[src/rtl/dmx_pkg.sv]
// Package: constants and rule summary for the sample output demux block
// Contract
// - A conversion starts on every falling edge of the sample clock.
// - Samples move one pipeline stage on every sample clock edge.
// - Results are 12-bit words, offset binary or two's complement by setting.
// - Single bus mode puts every sample on bus A, latency 7 cycles.
// - Dual bus mode alternates samples on A and B, latency 7.5 or 8.5.
// - In single bus mode bus B stays idle.
// - Dual bus may be aligned or staggered, output clock divided by 2 or 4.
// - Each captured reset gives exactly one sync marker pulse with the data.
// - The marker has the latency of the sample taken at reset capture.
// - A pulse, a rising step or a pulse train on reset each sync.
// - Every captured reset puts the output clock at one known phase.
// - Offset trim is 9 bits and gain trim 12 bits, programmable.
// - Fine clock phase trim is a 6-bit setting.
// - Coarse clock phase trim is a separate 5-bit setting.
// - Die temperature can be read back by software.
// - Reset input is sampled on the falling edge of the sample clock.
package dmx_pkg;
    localparam int unsigned DATA_W     = 12;
    localparam int unsigned OFFS_W     = 9;
    localparam int unsigned GAIN_W     = 12;
    localparam int unsigned FINE_W     = 6;
    localparam int unsigned COARSE_W   = 5;
    localparam int unsigned TEMP_W     = 8;
    localparam int unsigned ADDR_W     = 4;
    localparam int unsigned REG_W      = 16;
    localparam int unsigned PIPE_DEPTH = 17;

    // Latencies in half sample-clock cycles
    localparam int unsigned LAT_SINGLE_HALF = 14;
    localparam int unsigned LAT_EARLY_HALF  = 15;
    localparam int unsigned LAT_LATE_HALF   = 17;
    localparam int unsigned TAP_SINGLE      = LAT_SINGLE_HALF - 1;
    localparam int unsigned TAP_EARLY       = LAT_EARLY_HALF - 1;
    localparam int unsigned TAP_LATE        = LAT_LATE_HALF - 1;

    // Register indices
    localparam logic [3:0] ADDR_CTRL   = 4'h0;
    localparam logic [3:0] ADDR_OFFS   = 4'h1;
    localparam logic [3:0] ADDR_GAIN   = 4'h2;
    localparam logic [3:0] ADDR_FINE   = 4'h3;
    localparam logic [3:0] ADDR_COARSE = 4'h4;
    localparam logic [3:0] ADDR_TEMP   = 4'h5;
    localparam logic [3:0] ADDR_STATUS = 4'h6;

    // Control field positions
    localparam int unsigned CTRL_DUAL    = 0;
    localparam int unsigned CTRL_STAGGER = 1;
    localparam int unsigned CTRL_DIV4    = 2;
    localparam int unsigned CTRL_TWOS    = 3;

    // Values after reset
    localparam logic [3:0]  CTRL_RST   = 4'h0;
    localparam logic [8:0]  OFFS_RST   = 9'h100;
    localparam logic [11:0] GAIN_RST   = 12'h800;
    localparam logic [5:0]  FINE_RST   = 6'h00;
    localparam logic [4:0]  COARSE_RST = 5'h00;

    // Half-cycle counts between output clock toggles, minus one
    localparam logic [1:0] TOG_DIV2 = 2'h1;
    localparam logic [1:0] TOG_DIV4 = 2'h3;
endpackage
[src/rtl/dmx_edge_track.sv]
// Sample clock edge detector and reset capture
`timescale 1ns/10ps
`default_nettype none
module dmx_edge_track
    import dmx_pkg::*;
(
    input  wire logic ref_clk,
    input  wire logic srst,
    input  wire logic sample_clock_pos,
    input  wire logic sync_reset_pos,
    output logic      fall_evt,
    output logic      rise_evt,
    output logic      sync_evt
);
    typedef struct packed {
        logic prev_clk;
        logic rst_cap;
        logic fall;
        logic rise;
        logic sync;
    } dmx_edge_s;

    dmx_edge_s st;
    dmx_edge_s next_st;

    always_comb
    begin
        next_st      = st;
        next_st.prev_clk = sample_clock_pos;
        next_st.fall = st.prev_clk & ~sample_clock_pos;
        next_st.rise = ~st.prev_clk & sample_clock_pos;
        next_st.sync = 1'b0;
        if (st.prev_clk && !sample_clock_pos)
        begin
            next_st.rst_cap = sync_reset_pos;
            next_st.sync = sync_reset_pos & ~st.rst_cap;
        end
    end

    always_ff @(posedge ref_clk)
    begin
        if (srst)
            st <= '0;
        else
            st <= next_st;
    end

    assign fall_evt = st.fall;
    assign rise_evt = st.rise;
    assign sync_evt = st.sync;
endmodule // dmx_edge_track
`default_nettype wire

[src/rtl/dmx_output_demux.sv]
// Output formatting, demux, sync marker, clock divider and trim registers
`timescale 1ns/10ps
`default_nettype none
module dmx_output_demux
    import dmx_pkg::*;
(
    input  wire logic                 ref_clk,
    input  wire logic                 srst,
    input  wire logic                 sample_clock_pos,
    input  wire logic                 sync_reset_pos,
    input  wire logic [DATA_W-1:0]    core_sample,
    input  wire logic [TEMP_W-1:0]    die_temp,
    input  wire logic [ADDR_W-1:0]    reg_addr,
    input  wire logic [REG_W-1:0]     reg_wdata,
    input  wire logic                 reg_wr,
    input  wire logic                 reg_rd,
    output logic      [REG_W-1:0]     reg_rdata,
    output logic      [DATA_W-1:0]    bus_a_data,
    output logic      [DATA_W-1:0]    bus_b_data,
    output logic                      sync_marker_bus_a,
    output logic                      sync_marker_bus_b,
    output logic                      divided_output_clock,
    output logic      [OFFS_W-1:0]    offset_trim,
    output logic      [GAIN_W-1:0]    gain_trim,
    output logic      [FINE_W-1:0]    fine_phase_trim,
    output logic      [COARSE_W-1:0]  coarse_phase_trim
);
    typedef struct packed {
        logic              valid;
        logic              sel;
        logic              sync;
        logic [DATA_W-1:0] data;
    } dmx_slot_s;

    typedef struct packed {
        dmx_slot_s [PIPE_DEPTH-1:0] pipe;
        logic                       samp_sel;
        logic [1:0]                 div_cnt;
        logic                       clk_out;
        logic [DATA_W-1:0]          bus_a;
        logic [DATA_W-1:0]          bus_b;
        logic                       mark_a;
        logic                       mark_b;
        logic [3:0]                 ctrl;
        logic [OFFS_W-1:0]          offs;
        logic [GAIN_W-1:0]          gain;
        logic [FINE_W-1:0]          fine;
        logic [COARSE_W-1:0]        coarse;
        logic [TEMP_W-1:0]          temp;
        logic [7:0]                 sync_cnt;
        logic [REG_W-1:0]           rdata;
    } dmx_state_s;

    dmx_state_s st;
    dmx_state_s next_st;
    logic       fall_evt;
    logic       rise_evt;
    logic       sync_evt;
    logic       adv;
    logic       dual;
    logic       stagger;
    logic       div4;
    logic       twos;
    dmx_slot_s  entry;

    // Offset binary from the core's two's complement word
    function automatic logic [DATA_W-1:0] fmt_word(
        input logic [DATA_W-1:0] d,
        input logic              use_twos
    );
        fmt_word = use_twos ? d : {~d[DATA_W-1], d[DATA_W-2:0]};
    endfunction

    // Zero-extend a narrow field onto the read bus
    function automatic logic [REG_W-1:0] widen(
        input logic [REG_W-1:0] v
    );
        widen = v;
    endfunction

    dmx_edge_track u_edge (
        .ref_clk          (ref_clk),
        .srst             (srst),
        .sample_clock_pos (sample_clock_pos),
        .sync_reset_pos   (sync_reset_pos),
        .fall_evt         (fall_evt),
        .rise_evt         (rise_evt),
        .sync_evt         (sync_evt)
    );

    assign dual    = st.ctrl[CTRL_DUAL];
    assign stagger = st.ctrl[CTRL_STAGGER];
    assign div4    = st.ctrl[CTRL_DIV4];
    assign twos    = st.ctrl[CTRL_TWOS];
    assign adv     = fall_evt | rise_evt;

    always_comb
    begin
        next_st = st;
        entry   = '0;

        entry.valid = fall_evt;
        entry.data  = fall_evt ? fmt_word(core_sample, twos) : '0;
        entry.sync  = fall_evt & sync_evt;
        // Sync sample goes to bus B so the marker lands there in dual mode
        entry.sel   = fall_evt & (sync_evt | st.samp_sel);

        if (fall_evt)
        begin
            next_st.samp_sel = sync_evt ? 1'b0 : ~st.samp_sel;
        end

        if (adv)
        begin
            next_st.pipe = {st.pipe[PIPE_DEPTH-2:0], entry};

            if (!dual)
            begin
                if (st.pipe[TAP_SINGLE].valid)
                begin
                    next_st.bus_a  = st.pipe[TAP_SINGLE].data;
                    next_st.mark_a = st.pipe[TAP_SINGLE].sync;
                end
            end
            else
            begin
                if (st.pipe[TAP_EARLY].valid && !st.pipe[TAP_EARLY].sel)
                begin
                    next_st.bus_a  = st.pipe[TAP_EARLY].data;
                    next_st.mark_a = st.pipe[TAP_EARLY].sync;
                end
                if (stagger)
                begin
                    if (st.pipe[TAP_EARLY].valid && st.pipe[TAP_EARLY].sel)
                    begin
                        next_st.bus_b  = st.pipe[TAP_EARLY].data;
                        next_st.mark_b = st.pipe[TAP_EARLY].sync;
                    end
                end
                else
                begin
                    if (st.pipe[TAP_LATE].valid && st.pipe[TAP_LATE].sel)
                    begin
                        next_st.bus_b  = st.pipe[TAP_LATE].data;
                        next_st.mark_b = st.pipe[TAP_LATE].sync;
                    end
                end
            end

            if (sync_evt)
            begin
                next_st.div_cnt = 2'h0;
                next_st.clk_out = 1'b0;
            end
            else if (st.div_cnt >= (div4 ? TOG_DIV4 : TOG_DIV2))
            begin
                next_st.div_cnt = 2'h0;
                next_st.clk_out = ~st.clk_out;
            end
            else
            begin
                next_st.div_cnt = st.div_cnt + 2'h1;
            end
        end

        if (!dual)
        begin
            next_st.bus_b  = '0;
            next_st.mark_b = 1'b0;
        end

        if (sync_evt)
        begin
            next_st.sync_cnt = st.sync_cnt + 8'h01;
        end

        next_st.temp = die_temp;

        if (reg_wr)
        begin
            if (reg_addr == ADDR_CTRL)
            begin
                next_st.ctrl = reg_wdata[3:0];
            end
            else if (reg_addr == ADDR_OFFS)
            begin
                next_st.offs = reg_wdata[OFFS_W-1:0];
            end
            else if (reg_addr == ADDR_GAIN)
            begin
                next_st.gain = reg_wdata[GAIN_W-1:0];
            end
            else if (reg_addr == ADDR_FINE)
            begin
                next_st.fine = reg_wdata[FINE_W-1:0];
            end
            else if (reg_addr == ADDR_COARSE)
            begin
                next_st.coarse = reg_wdata[COARSE_W-1:0];
            end
        end

        // Read data stands for the one cycle after the strobe only
        next_st.rdata = '0;
        if (reg_rd)
        begin
            if (reg_addr == ADDR_CTRL)
            begin
                next_st.rdata = widen({12'h000, st.ctrl});
            end
            else if (reg_addr == ADDR_OFFS)
            begin
                next_st.rdata = widen({7'h00, st.offs});
            end
            else if (reg_addr == ADDR_GAIN)
            begin
                next_st.rdata = widen({4'h0, st.gain});
            end
            else if (reg_addr == ADDR_FINE)
            begin
                next_st.rdata = widen({10'h000, st.fine});
            end
            else if (reg_addr == ADDR_COARSE)
            begin
                next_st.rdata = widen({11'h000, st.coarse});
            end
            else if (reg_addr == ADDR_TEMP)
            begin
                next_st.rdata = widen({8'h00, st.temp});
            end
            else if (reg_addr == ADDR_STATUS)
            begin
                next_st.rdata = widen({5'h00, st.clk_out, st.div_cnt, st.sync_cnt});
            end
        end
    end

    always_ff @(posedge ref_clk)
    begin
        if (srst)
        begin
            st        <= '0;
            st.ctrl   <= CTRL_RST;
            st.offs   <= OFFS_RST;
            st.gain   <= GAIN_RST;
            st.fine   <= FINE_RST;
            st.coarse <= COARSE_RST;
        end
        else
        begin
            st <= next_st;
        end
    end

    assign reg_rdata            = st.rdata;
    assign bus_a_data           = st.bus_a;
    assign bus_b_data           = st.bus_b;
    assign sync_marker_bus_a    = st.mark_a;
    assign sync_marker_bus_b    = st.mark_b;
    assign divided_output_clock = st.clk_out;
    assign offset_trim          = st.offs;
    assign gain_trim            = st.gain;
    assign fine_phase_trim      = st.fine;
    assign coarse_phase_trim    = st.coarse;
endmodule // dmx_output_demux
`default_nettype wire

[config.mk]
export PLATFORM = sky130hd
export DESIGN_NAME = dmx_output_demux
export DESIGN_NICKNAME = d
export VERILOG_FILES = /design/src/rtl/dmx_pkg.sv /design/src/rtl/dmx_edge_track.sv /design/src/rtl/dmx_output_demux.sv
export SDC_FILE = /design/constraint.sdc
export NUM_CORES = 1
export LEC_CHECK = 0
export BUFFER_PORTS_ARGS = -buffer_cell sky130_fd_sc_hd__buf_4
export CORE_MARGIN = 2
export CORE_UTILIZATION = 25
export CTS_CLUSTER_SIZE = 20
export DETAILED_ROUTE_END_ITERATION = 12
export SLEW_MARGIN = 20
export SYNTH_ARGS = -nofsm -noshare
export SYNTH_HDL_FRONTEND = slang
export SYNTH_SLANG_ARGS = --single-unit
[constraint.sdc]
create_clock -name ref_clk -period 1.89 [get_ports ref_clk]
set_input_delay 0.378 -clock ref_clk [delete_from_list [all_inputs] [get_ports ref_clk]]
set_output_delay 0.378 -clock ref_clk [all_outputs]
set_load 0.03 [all_outputs]
# --- After elaboration in Yosys (flattened, before gate mapping) ---
# Index checks and enable logic that the tools add are counted.
classes:
  order_cmp: 1
  bitwise: 20
  n_eq_ne: 8
  add_sub_neg: 2
  n_mux: 26
  n_reduce_logical: 24
op_table:
  columns: ["op", "n"]
  rows:
  - ["2-to-1 mux 12 bit", 9]
  - ["2-to-1 mux 11 bit", 4]
  - ["NOT 1 bit", 13]
  - ["equality test 4 x 3 -> 1 bit, second input constant", 3]
  - ["2-to-1 mux 9 bit", 1]
  - ["adder 8 x 1 -> 8 bit, second input constant", 1]
  - ["equality test 4 x 2 -> 1 bit, second input constant", 2]
  - ["2-to-1 mux 1 bit", 8]
  - ["AND reduction 4 bit", 2]
  - ["OR reduction 8 bit", 1]
  - ["AND reduction 3 bit", 2]
  - ["AND reduction 6 bit", 1]
  - ["nonzero test 2 bit", 3]
  - ["OR reduction 2 bit", 3]
  - ["AND 1 bit", 5]
  - ["AND reduction 5 bit", 1]
  - ["equality test 4 x 1 -> 1 bit, second input constant", 1]
  - ["logical AND 1 bit", 4]
  - ["zero test 4 bit", 1]
  - ["2-to-1 mux 2 bit", 2]
  - ["2-to-1 mux 4 bit", 1]
  - ["inequality test 2 x 1 -> 1 bit, second input constant", 2]
  - ["AND reduction 2 bit", 2]
  - ["OR reduction 4 bit", 1]
  - ["6 further kinds", 8]
word_totals:
  input_bits: 46
  wordCells: 172
  out_inout_bits: 75
  ff_bits: 358

# --- Depth between registers and ports, before layout ---
# Gate-level depths: netlist of the first run.
depth:
  word_depth: 8
  depth_mapped: 8

# --- Cells and area by module ---
# Synthesis of the first run repeated with hierarchy kept, for this count alone.
hier_totals:
  hier_cells: 1630
  area_unflattened_um2: 13693.1
modules_own_cells:
  columns: ["mod", "cells_each", "n_inst", "seq_area_each_um2", "area_each_um2"]
  rows:
  - ["dmx_output_demux", 1617, 1, 6986.7, 13533.0]
  - ["dmx_edge_track", 13, 1, 100.1, 160.2]

# --- Least setup slack after synthesis of the first run ---
# OpenSTA, ideal clock, no wires.
synth_path:
  path_type: "input to register"
  startpoint: "in reg_addr[1]"
  endpoint: "reg st, in the netlist offset_trim[0]"
  path_stages: 6
  setup_ns: 0.132
  path_slack_ns: 0.404
  t_arrival_ns: 1.354
  required_time_ns: 1.758
  path_cell_list: "buf_2 > buf_2 > nor2b_1 > nand3_1 > nand2_1 > a21oi_1"
synth_between:
  elab_chain_len: 3
  elab_cells_between_ends: 4
synth_lines:
  columns: ["element", "line", "text"]
  rows:
  - ["from (decl)", "dmx_output_demux.sv:13", "input wire logic [ADDR_W-1:0] reg_addr,"]
  - ["zero test 4 bit", "dmx_output_demux.sv:181", "if (reg_addr == ADDR_CTRL)"]
  - ["NOT 1 bit (no line)", null, null]
  - ["AND reduction 3 bit (no line) *", null, null]
  - ["to (signal assigned)", "dmx_output_demux.sv:251", "st <= next_st;"]
  - ["to (decl)", "dmx_output_demux.sv:54", "dmx_state_s st;"]
# Every way passes the cells marked *; elsewhere a longest branch is shown, timed or not.
# A chain may end at the register's enable or synchronous reset.

# --- Worst setup path in the final report of the first run ---
layout_path:
  startpoint: "reg u_edge.st, in the netlist u_edge.rise_evt"
  endpoint: "reg st[330] (netlist name)"
layout_between:
  elab_chain_len: 1
layout_lines:
  columns: ["element", "line", "text"]
  rows:
  - ["from (decl)", "dmx_edge_track.sv:23", "dmx_edge_s st;"]
  - ["from (signal assigned)", "dmx_edge_track.sv:45", "st <= next_st;"]
  - ["OR 1 bit", "dmx_output_demux.sv:95", "assign adv = fall_evt | rise_evt;"]
# No other way between the ends.

==> results of run 1 <==
==> state kept, by name (all words and copies together), names as in the netlist <==
signal                count
bus_a_data               12
div4                      1
offset_trim               9
sync_marker_bus_b         1
st                      276
dual                      1
reg_rdata                12
u_edge.sync_evt           1
bus_b_data               12
u_edge.st                 2
gain_trim                12
u_edge.fall_evt           1
u_edge.rise_evt           1
sync_marker_bus_a         1
fine_phase_trim           6
coarse_phase_trim         5
divided_output_clock      1
==> how the worst min path moves through the flow <==
stage	to	start	slack (ns)	cells past startpoint
floorplan	u_edge.sync_evt$_SDFF_PP0_	u_edge.st[3]$_SDFFE_PP0P_	0.40	1
global placement	u_edge.sync_evt$_SDFF_PP0_	u_edge.st[3]$_SDFFE_PP0P_	0.42	1
detailed placement	u_edge.sync_evt$_SDFF_PP0_	u_edge.st[3]$_SDFFE_PP0P_	0.44	1
CTS	st[30]$_SDFF_PP0_	srst	0.04	2
global route	st[30]$_SDFF_PP0_	srst	0.04	2
finish	st[30]$_SDFF_PP0_	srst	0.05	2
==> metrics by stage <==
step | total power, µW | instance area [µm²]
floorplan | 8180 | 13500
global placement | 8400 | 14500
detailed placement | 8410 | 14500
CTS | 15600 | 15700
global route | 15900 | 15700
finish | 15400 | 15700
==> layer usage <==
layer  global-route usage (%)  up-vias  part of all wire [%]
met5                        0        -                     0
met4                     3.39        0                   2.6
met3                     1.84       56                   3.9
met2                     17.5      196                    48
met1                     13.1     4930                    46
li1                         -     5293                     -
==> cell families (layout without fill, tap and decap cells) <==
family / Yosys count / after routing / synth area share, %
buffers and inverters: 191 / 215 / 8.03
AOI/OAI and AO/OA: 337 / 337 / 13.9
muxes: 60 / 60 / 4.57
xor gates and xnor gates: 6 / 6 / 0.389
DFF: 354 / 354 / 52.5
other: 1 / 4 / 0.0278
adders and majority gates: 2 / 2 / 0.185
and+or+nand+nor: 683 / 683 / 20.4
==> area by class of cell <==
| type | count | area (µm²) |
|---|---|---|
| clock inverters | 13 | 150 |
| inverters | 5 | 18.8 |
| flip-flops and latches | 354 | 7090 |
| fillers | 5737 | 37900 |
| repair buffers | 145 | 1200 |
| well taps | 696 | 871 |
| multi-input cells | 1092 | 5340 |
| clock buffers | 52 | 1050 |
==> report_power, final <==
group,leakage (µW),total [µW],switching [µW],internal [µW]
clock,0.000595,7140,2840,4300
combinational,0.00186,707,502,205
sequential,0.00285,7530,28.9,7500
==> synth_stat cells (6+ instances only) <==
cell type | number | area [µm²]
nand2_1 | 535 | 2010
dfxtp_1 | 354 | 7090
a21oi_1 | 283 | 1420
nor2_1 | 80 | 300
buf_4 | 75 | 563
mux2i_1 | 56 | 561
buf_2 | 50 | 250
clkbuf_1 | 50 | 188
a211oi_1 | 14 | 105
a211oi_2 | 13 | 163
nor2b_1 | 13 | 81.3
nor3b_1 | 13 | 97.6
buf_1 | 8 | 30.0
o21ai_0 | 8 | 40.0
nand3_1 | 7 | 35.0
nand2b_1 | 6 | 37.5
nand3b_1 | 6 | 45.0
nor3_1 | 6 | 30.0
==> worst max-delay path, stage by stage, from the launching register on <==
cell	delay, ns
dfxtp_1	0.39
or2_4	0.28
buf_4	0.60
nand2_1	0.14
a21oi_1	0.17
==> results.ini, run 1 <==
[route]
vias_per_cell=4.44
drtIter0Drc=727
finalWirelength_um=29200
via_count=10500
wl_per_cell_um=12.4
drc=0
dr.pass1.iters=6
drtAntennaViolNets=0

[worst_setup_path]
r2r_setup_slack_ns=0.20
cp-endpoint=st[330]$_SDFFE_PP0N_
endpoint_kind=register
timing.rr.start=u_edge.rise_evt$_SDFF_PP0_
crit_fanout=69
critPathKind=reg -> reg
worstPathArrival_ns=2.13
worstSetupStartpointType=register
r2r_cells=4
required_ns=2.33
r2r-end=st[330]$_SDFFE_PP0N_
crit_start=u_edge.rise_evt$_SDFF_PP0_

[sta]
drv_slew=0
finalHoldViolCount=0
tns_ns=0
worst_slew_pin_slew_ns=0.707
maxSlewHeadroom_pct=52.9
period_needed_ns=1.69
fin_crit_sh_pct=89.6
rsz0062_at_grt=false
holdWs_ns=0.0548
setup-violations-final=0
skew_ns=0.0186
timing.final.ws_setup_ns=0.197
fmax_ghz=0.591

[power_and_ir_drop]
power_density_nw_per_um2=978
leakage_uw=0.00531
ir_drop_v=0.000562

[synthesis]
async_reset_ff_share_pct=0
ys_warn_count=0
synth-seq-area-share_pct=52.5
synth_area_um2=13500
synth_cell_type_count=51
yosys_most_used_dff=dfxtp_1
synthesis.instances=1634
synth_edf_count=0
synth-seq-cells=354
postSynthAreaPerCell_um2=8.26

[clocking]
h-tree-depth=2
tritoncts=yes
insertion_delay_ns=0.51
cts_setup_buffers=0
cts_root_buffer=clkbuf_16
clock_path_buffers=3
cts.sinks=354
cts_buffers=37
post_cts_resized=0
clk_pin_slew_worst_paths_ns=0.06
postCtsHoldBufs=0

[placement]
port-buffer-count=112
place_hpwl_um=19000
place_ws_ns=0.131
routabilityCongestion=0.822
numPlacedInstances=2292

[final_layout]
final_util_pct=29.3
layout_commonest_cell=nand2_1
final_layout_size_suffix_gt1_share_pct=13.6
fin_nets=1683
n_antenna_cell=0
stdcell_count=2357
final_cell_mix=nand2_1 (535), dfxtp_1 (354), a21oi_1 (283)
area_delta_synth_final_pct=16.5

[floorplanning]
rows=85
die_h_um=236
start_util_pct=25.2
coreArea_um2=53600
num_io_pins=121
dieWidth_um=236
dieArea_um2=55800

[global_routing]
grt_max_degree=131
grt-ovfl-total=0
grt_util_all_layers_pct=10.3
antenna_found_initial=0
grt_pass1_vias=10000
grt_pass1_wl_um=48900

[worst_hold_path]
hold_class=in -> reg

[status]
outcome=finished clean

[run]
cap_violations=0

No activity file was read; power rests on OpenSTA's default activity.
==> run 2, diff against run 1 <==
Settings changed: ABC_AREA set to 1.
==> run 2 against run 1 <==
  * Combinational power is 90% higher
  * Sequential share of layout area grew 0.22 points
  * Non-clock buffer count shrank 14
  * Final cell count is 4.9% higher
  * Wire length shrank 2.2%
  * Worst setup slack improved by 0.11 ns
  * Clock-buffer cell count grew 4
  * Area after synthesis about the same
  * First-iteration DRC count decreased by 8.0%
  * Hold slack improved by 0.0066 ns
  * Design area shrank 0.48%
==> results.ini, run 2 <==
[global_routing]
grt_max_degree=143  ; +9.2%
grt_pass1_wl_um=47100  ; -3.8%
antenna_found_initial=0  ; unchanged
grt_util_all_layers_pct=9.90  ; -0.36 points
grt_pass1_vias=9394  ; -6.4%
grt-ovfl-total=0  ; unchanged

[clocking]
clk_pin_slew_worst_paths_ns=0.06  ; about the same
postCtsHoldBufs=0  ; unchanged
cts_setup_buffers=0  ; unchanged
cts.sinks=354  ; unchanged
insertion_delay_ns=0.52  ; about the same
h-tree-depth=2  ; unchanged
cts_root_buffer=clkbuf_16
tritoncts=yes
clock_path_buffers=3  ; unchanged
cts_buffers=38  ; +2.7%
post_cts_resized=0  ; unchanged

[power_and_ir_drop]
power_frac_seq_pct=48.6  ; -0.4 points
ir_drop_v=0.000518  ; -7.7%
leakage_uw=0.00628  ; +18%
sw_frac_of_total_pct=23.4  ; +1.5 points
p_switching_uw=3910  ; +16%
p_int_uw=12800  ; +6.6%
pwr-share-clk_pct=43.3  ; -3.1 points
power_density_nw_per_um2=1070  ; +9.2%
combPwrFrac_pct=8.0  ; +3.4 points

[placement]
place_ws_ns=0.175  ; +0.0443 ns
routabilityCongestion=0.833  ; +1.4%
port-buffer-count=112  ; unchanged
place_hpwl_um=18600  ; -2.1%

[synthesis]
synth_fa_ha_area_share_pct=0.185  ; about the same
async_reset_ff_share_pct=0  ; unchanged
yosys_most_used_dff=dfxtp_1
ys_warn_count=0  ; unchanged
yosysTopAreaCellShare_pct=52.5  ; about the same
synth_area_um2=13500  ; about the same
synth_compound_area_share_pct=14.6  ; +0.73 points
synthSimpleGateAreaFrac_pct=21.4  ; +0.98 points
yosys-mux-area-fraction_pct=1.26  ; -3.3 points
synth_common_cells=nor2_1 (557), dfxtp_1 (354), o21ai_0 (299), nand2_1 (117), buf_4 (74)
synthesis.instances=1762  ; +7.8%
synth_cell_type_count=32  ; -37%
yosys.area.top_type=dfxtp_1
synth_xor_area_share_pct=0  ; -0.39 points
yosys-top-cells-area=dfxtp_1 (53%), nor2_1 (15%), o21ai_0 (11%)
synth-seq-cells=354  ; unchanged
synth_edf_count=0  ; unchanged
synth_top_family_by_area=simple AND/OR/NAND/NOR gates
synth-seq-area-share_pct=52.5  ; about the same
postSynthAreaPerCell_um2=7.66  ; -7.3%
post-synth-top-count-cell=nor2_1

[sta]
fin_crit_sh_pct=83.8  ; -5.7 points
timing.final.ws_setup_ns=0.306  ; +0.109 ns
drv_slew=0  ; unchanged
worst_slew_pin_slew_ns=0.751  ; +0.0439 ns
tns_ns=0  ; unchanged
maxSlewHeadroom_pct=49.8  ; -3.1 points
rsz0062_at_grt=false
fmax_ghz=0.631  ; +6.9%
finalHoldViolCount=0  ; unchanged
skew_ns=0.0183  ; -0.000337 ns
period_needed_ns=1.58  ; -0.109 ns
setup-violations-final=0  ; unchanged

[floorplanning]
num_io_pins=121  ; unchanged
start_util_pct=25.2  ; about the same
coreArea_um2=53600  ; unchanged
dieWidth_um=236  ; about the same
rows=85  ; unchanged
dieArea_um2=55800  ; about the same
die_h_um=236  ; about the same

[final_layout]
n_antenna_cell=0  ; unchanged
final_layout_size_suffix_gt1_share_pct=11.7  ; -2.0 points
fin_nets=1801  ; +7.0%
largest_reg_flops=276  ; unchanged
area_delta_synth_final_pct=16.0
final_cell_mix=nor2_1 (557), dfxtp_1 (354), o21ai_0 (299)
layout_commonest_cell=nor2_1
largest_register=st

[worst_setup_path]
r2r-end=st[340]$_SDFFE_PP0N_
r2r_cells=5  ; +1
endpoint_kind=register
crit_fanout=114  ; +65%
critPathKind=reg -> reg
r2r_setup_slack_ns=0.31  ; +0.11 ns
worstSetupStartpointType=register
crit_start=u_edge.fall_evt$_SDFF_PP0_
timing.rr.start=u_edge.fall_evt$_SDFF_PP0_
worstPathArrival_ns=2.03  ; -0.10 ns
required_ns=2.33  ; about the same

[route]
drtIter0Drc=669  ; -8.0%
drtAntennaViolNets=0  ; unchanged
via_count=10500  ; +0.49%
finalWirelength_um=28600  ; -2.2%
wl_per_cell_um=11.6  ; -6.8%
vias_per_cell=4.26  ; -4.2%
drc=0  ; unchanged
dr.pass1.iters=5  ; -1

[status]
outcome=finished clean

[worst_hold_path]
hp-start=die_temp[5]
min_path_cells=3  ; +1
min_to=st[29]$_SDFF_PP0_
hold_class=in -> reg

[run]
cap_violations=0  ; unchanged

[run 2: cell types whose count changed after synthesis, moves of 13 or more]
| cell | before | now |
|---|---|---|
| a211oi_1 | 14 | 0 |
| a211oi_2 | 13 | 0 |
| a21oi_1 | 283 | 72 |
| inv_1 | 5 | 69 |
| inv_2 | 0 | 13 |
| mux2i_1 | 56 | 17 |
| nand2_1 | 535 | 117 |
| nand3_1 | 7 | 37 |
| nor2_1 | 80 | 557 |
| nor2b_1 | 13 | 0 |
| nor3b_1 | 13 | 0 |
| o21ai_0 | 8 | 299 |
| o21ai_1 | 1 | 15 |
[run 2: worst max-delay path, cell delays in order (launching register included)]
cell     delay (ns)
dfxtp_1        0.33
nor2_4         0.19
buf_12         0.28
buf_12         0.35
o21ai_0        0.14
a21oi_1        0.14
[run 2: power by group through the flow]
stage          registers (µW)  logic, µW  clock network [µW]
6_report                 8120       1340                7240
5_1_grt                  8180       1560                7740
4_1_cts                  8120       1360                7440
3_5_place_dp             8290       1360                   0
3_3_place_gp             8270       1330                   0
2_1_floorplan            8220       1060                   0
[run 2: area by class of cell]
cell class / count / area, µm²
Clock buffer: 56 / 1090
Sequential cell: 354 / 7090
Multi-Input combinational cell: 1145 / 5070
Clock inverter: 7 / 135
Fill cell: 5771 / 38000
Tap cell: 696 / 871
Inverter: 83 / 322
Timing Repair Buffer: 131 / 1070
[run 2: per-layer routing]
metal,track usage (%),vias up,share of wire (%)
li1,-,5533,-
met1,13.0,4803,48
met2,16.5,143,46
met3,2.02,47,4.0
met4,2.69,0,2.0
met5,0,-,0
[run 2: worst max-delay path by stage]
stage          depth (start not counted)  slack (ns)                           to
2_1_floorplan                          9        0.51      reg_rdata[3]$_SDFF_PP0_
3_3_place_gp                           7        0.22  offset_trim[6]$_SDFFE_PP0P_
3_5_place_dp                           7        0.17  offset_trim[6]$_SDFFE_PP0P_
4_1_cts                                5        0.30         st[196]$_SDFFE_PP0N_
5_1_grt                                5        0.15         st[338]$_SDFFE_PP0N_
6_report                               5        0.31         st[340]$_SDFFE_PP0N_
[run 2: stage by stage]
step           area (µm²)  utilization [%]  total power [µW]  hold slack (ns)  std cells
2_1_floorplan       13500                -              9280            0.393       1765
3_5_place_dp        14400             26.9              9650            0.410       2409
5_1_grt             15600             29.2             17500           0.0589       2472
6_report            15600             29.2             16700           0.0614       2472
4_1_cts             15600             29.2             16900           0.0426       2472
3_3_place_gp        14400             26.9              9600            0.403       2409
[run 2: cell families (layout without fill, tap and decap cells)]
family,after synthesis,after routing
AND/OR/NAND/NOR,731,731
AO/OA/AOI/OAI,391,391
flip-flops,354,354
buffers and inverters,266,277
multiplexers,17,17
adder cells (fa/ha/maj),2,2
other,1,4
==> run 3, diff against run 2 <==
Settings changed: ABC_AREA 1 to 0.
Clock period 1.89 ns to 1.65 ns, I/O delays scaled along.
==> run 3 against run 2 <==
  * Critical path depth decreased by 4
  * Clock power rose by 14%
  * Clock-buffer cell count shrank 6
  * Core utilization rose by 0.32 points
  * First-iteration DRC count fell by 0.15%
  * Final cell count fell by 4.3%
  * Flip-flop and latch count unchanged
  * Design area up 1.1%
  * Non-clock buffer count up 24
  * Total power grew 6.1%
  * Worst setup slack got worse by 0.16 ns
  * Sequential power grew 6.3%
  * Critical path type is now reg -> out
  * Critical endpoint is now divided_output_clock
  * Largest cell class unchanged
==> results.ini, run 3 (synthesis results as in run 1) <==
[final_layout]
largest_register=st
layout_commonest_cell=nand2_1
area_delta_synth_final_pct=17.2
n_antenna_cell=0  ; unchanged
final_layout_size_suffix_gt1_share_pct=14.1  ; +2.4 points
final_cell_mix=nand2_1 (535), dfxtp_1 (354), a21oi_1 (283)
largest_reg_flops=276  ; unchanged
fin_nets=1692  ; -6.1%

[worst_setup_path]
endpoint_kind=output pin
worstPathArrival_ns=1.18  ; -0.85 ns
worstSetupStartpointType=register
cp_slowest_stage_delay_ns=0.45  ; +0.10 ns
cp_top_family=flip-flops
critPathKind=reg -> out
crit_fanout=5  ; -96%
path_buf_inv=1  ; -1
required_ns=1.32  ; -1.01 ns
path_cells=buf_4
cp_slowest_cell=dfxtp_1

[route]
vias_per_cell=4.45  ; +4.6%
dr.pass1.iters=5  ; unchanged
drtIter0Drc=668  ; -0.15%
drc=0  ; unchanged
drtAntennaViolNets=0  ; unchanged
wl_per_cell_um=12.5  ; +7.9%
via_count=10500  ; +0.067%
finalWirelength_um=29500  ; +3.2%

[global_routing]
grt_pass1_wl_um=49000  ; +4.1%
antenna_found_initial=0  ; unchanged
use_met3_pct=2.35  ; +0.33 points
grt_util_met1_pct=13.1  ; +0.12 points
grt_pass1_vias=9961  ; +6.0%
grt-ovfl-total=0  ; unchanged
grt_max_degree=104  ; -27%
grt_util_all_layers_pct=10.4  ; +0.47 points
busiest_layer=met2
use_met2_pct=17.4  ; +0.90 points

[sta]
setup-violations-final=0  ; unchanged
drv_slew=0  ; unchanged
worst_slew_pin_slew_ns=0.580  ; -0.171 ns
finalHoldViolCount=0  ; unchanged
maxSlewHeadroom_pct=61.4  ; +12 points
rsz0062_at_grt=false
tns_ns=0  ; unchanged
holdWs_ns=0.0266  ; -0.0348 ns
period_needed_ns=1.51
fmax_ghz=0.664
fin_crit_sh_pct=91.3
skew_ns=0.00968  ; -0.00858 ns

[floorplanning]
die_h_um=236  ; about the same
rows=85  ; unchanged
coreArea_um2=53600  ; unchanged
dieArea_um2=55800  ; about the same
start_util_pct=25.2  ; about the same
dieWidth_um=236  ; about the same
num_io_pins=121  ; unchanged

[worst_hold_path]
hold_class=in -> reg

[status]
outcome=finished clean

[placement]
port-buffer-count=112  ; unchanged
place_hpwl_um=19100  ; +3.0%
routabilityCongestion=0.858  ; +3.0%

[clocking]
clock_path_buffers=3  ; unchanged
h-tree-depth=2  ; unchanged
cts_root_buffer=clkbuf_16
cts_buffers=36  ; -5.3%
clk_pin_slew_worst_paths_ns=0.06  ; about the same
cts.sinks=354  ; unchanged
insertion_delay_ns=0.52  ; about the same
tritoncts=yes

[power_and_ir_drop]
ir_drop_v=0.000611  ; +18%
power_density_nw_per_um2=1120  ; +5.0%
leakage_uw=0.00537  ; -15%

[run]
cap_violations=0  ; unchanged

run 3: changes by cell type in the layout (fill, tap and decap cells not counted), sizes merged, moves of 24 or more:
cell / delta
a211oi: +27
a21oi: +211
buf: +24
inv: -77
mux2i: +39
nand2: +415
nand3: -31
nor2: -481
o21ai: -305
run 3: path summary, 6_finish.rpt:
| check | slack, ns | to | from | cells past startpoint |
|---|---|---|---|---|
| worst max-delay path | 0.14 | divided_output_clock | divided_output_clock$_SDFFE_PP0P_ | 1 |
| worst min-delay path | 0.03 | st[27]$_SDFF_PP0_ | die_temp[3] | 2 |
| worst max register to register | 0.16 | sync_marker_bus_a$_SDFFE_PP0P_ | u_edge.fall_evt$_SDFF_PP0_ | 7 |
| worst min register to register | 0.45 | st[350]$_SDFFE_PP0N_ | st[350]$_SDFFE_PP0N_ | 2 |
run 3: worst reg2reg max path, stage by stage, from the launching register on:
cell and delay, ns:
dfxtp_1 0.37, buf_4 0.20, nor2_4 0.07, buf_4 0.13, a21oi_2 0.15, buf_12 0.20
nor2_1 0.07, a211oi_1 0.21
run 3: report_power, final:
| group | internal [µW] | switching [µW] |
|---|---|---|
| combinational | 253 | 583 |
| sequential | 8590 | 34.3 |
| clock | 5000 | 3270 |
| total | 13800 | 3880 |
run 3: layout make-up:
class	count	area (µm²)
Fill cell	5678	37800
Sequential cell	354	7090
Multi-Input combinational cell	1092	5340
Timing Repair Buffer	155	1290
Clock buffer	50	1030
Tap cell	696	871
Clock inverter	13	168
Inverter	5	18.8
run 3: repair_timing:
item,in CTS,in global routing
setup endpoints to repair,1,78
pin swaps,0,1
setup buffers,0,2
hold endpoints to repair,0,0
hold buffers,0,0
gates resized for setup,1,1
run 3: through the flow:
stage / setup WS (ns) / instance area [µm²] / utilization (%) / std cells / total power (µW)
2_1_floorplan: 0.212 / 13500 / - / 1637 / 9370
3_3_place_gp: 0.0556 / 14600 / 27.2 / 2300 / 9640
3_5_place_dp: -0.00219 / 14600 / 27.2 / 2300 / 9650
4_1_cts: 0.0414 / 15800 / 29.5 / 2363 / 18000
5_1_grt: 0.0294 / 15800 / 29.5 / 2365 / 18400
6_report: 0.144 / 15800 / 29.5 / 2365 / 17700
run 3: layer usage:
metal	vias to the layer above	share of wire, %
met1	4986	45
li1	5298	-
met2	198	48
met5	-	0
met3	51	4.5
met4	0	2.3
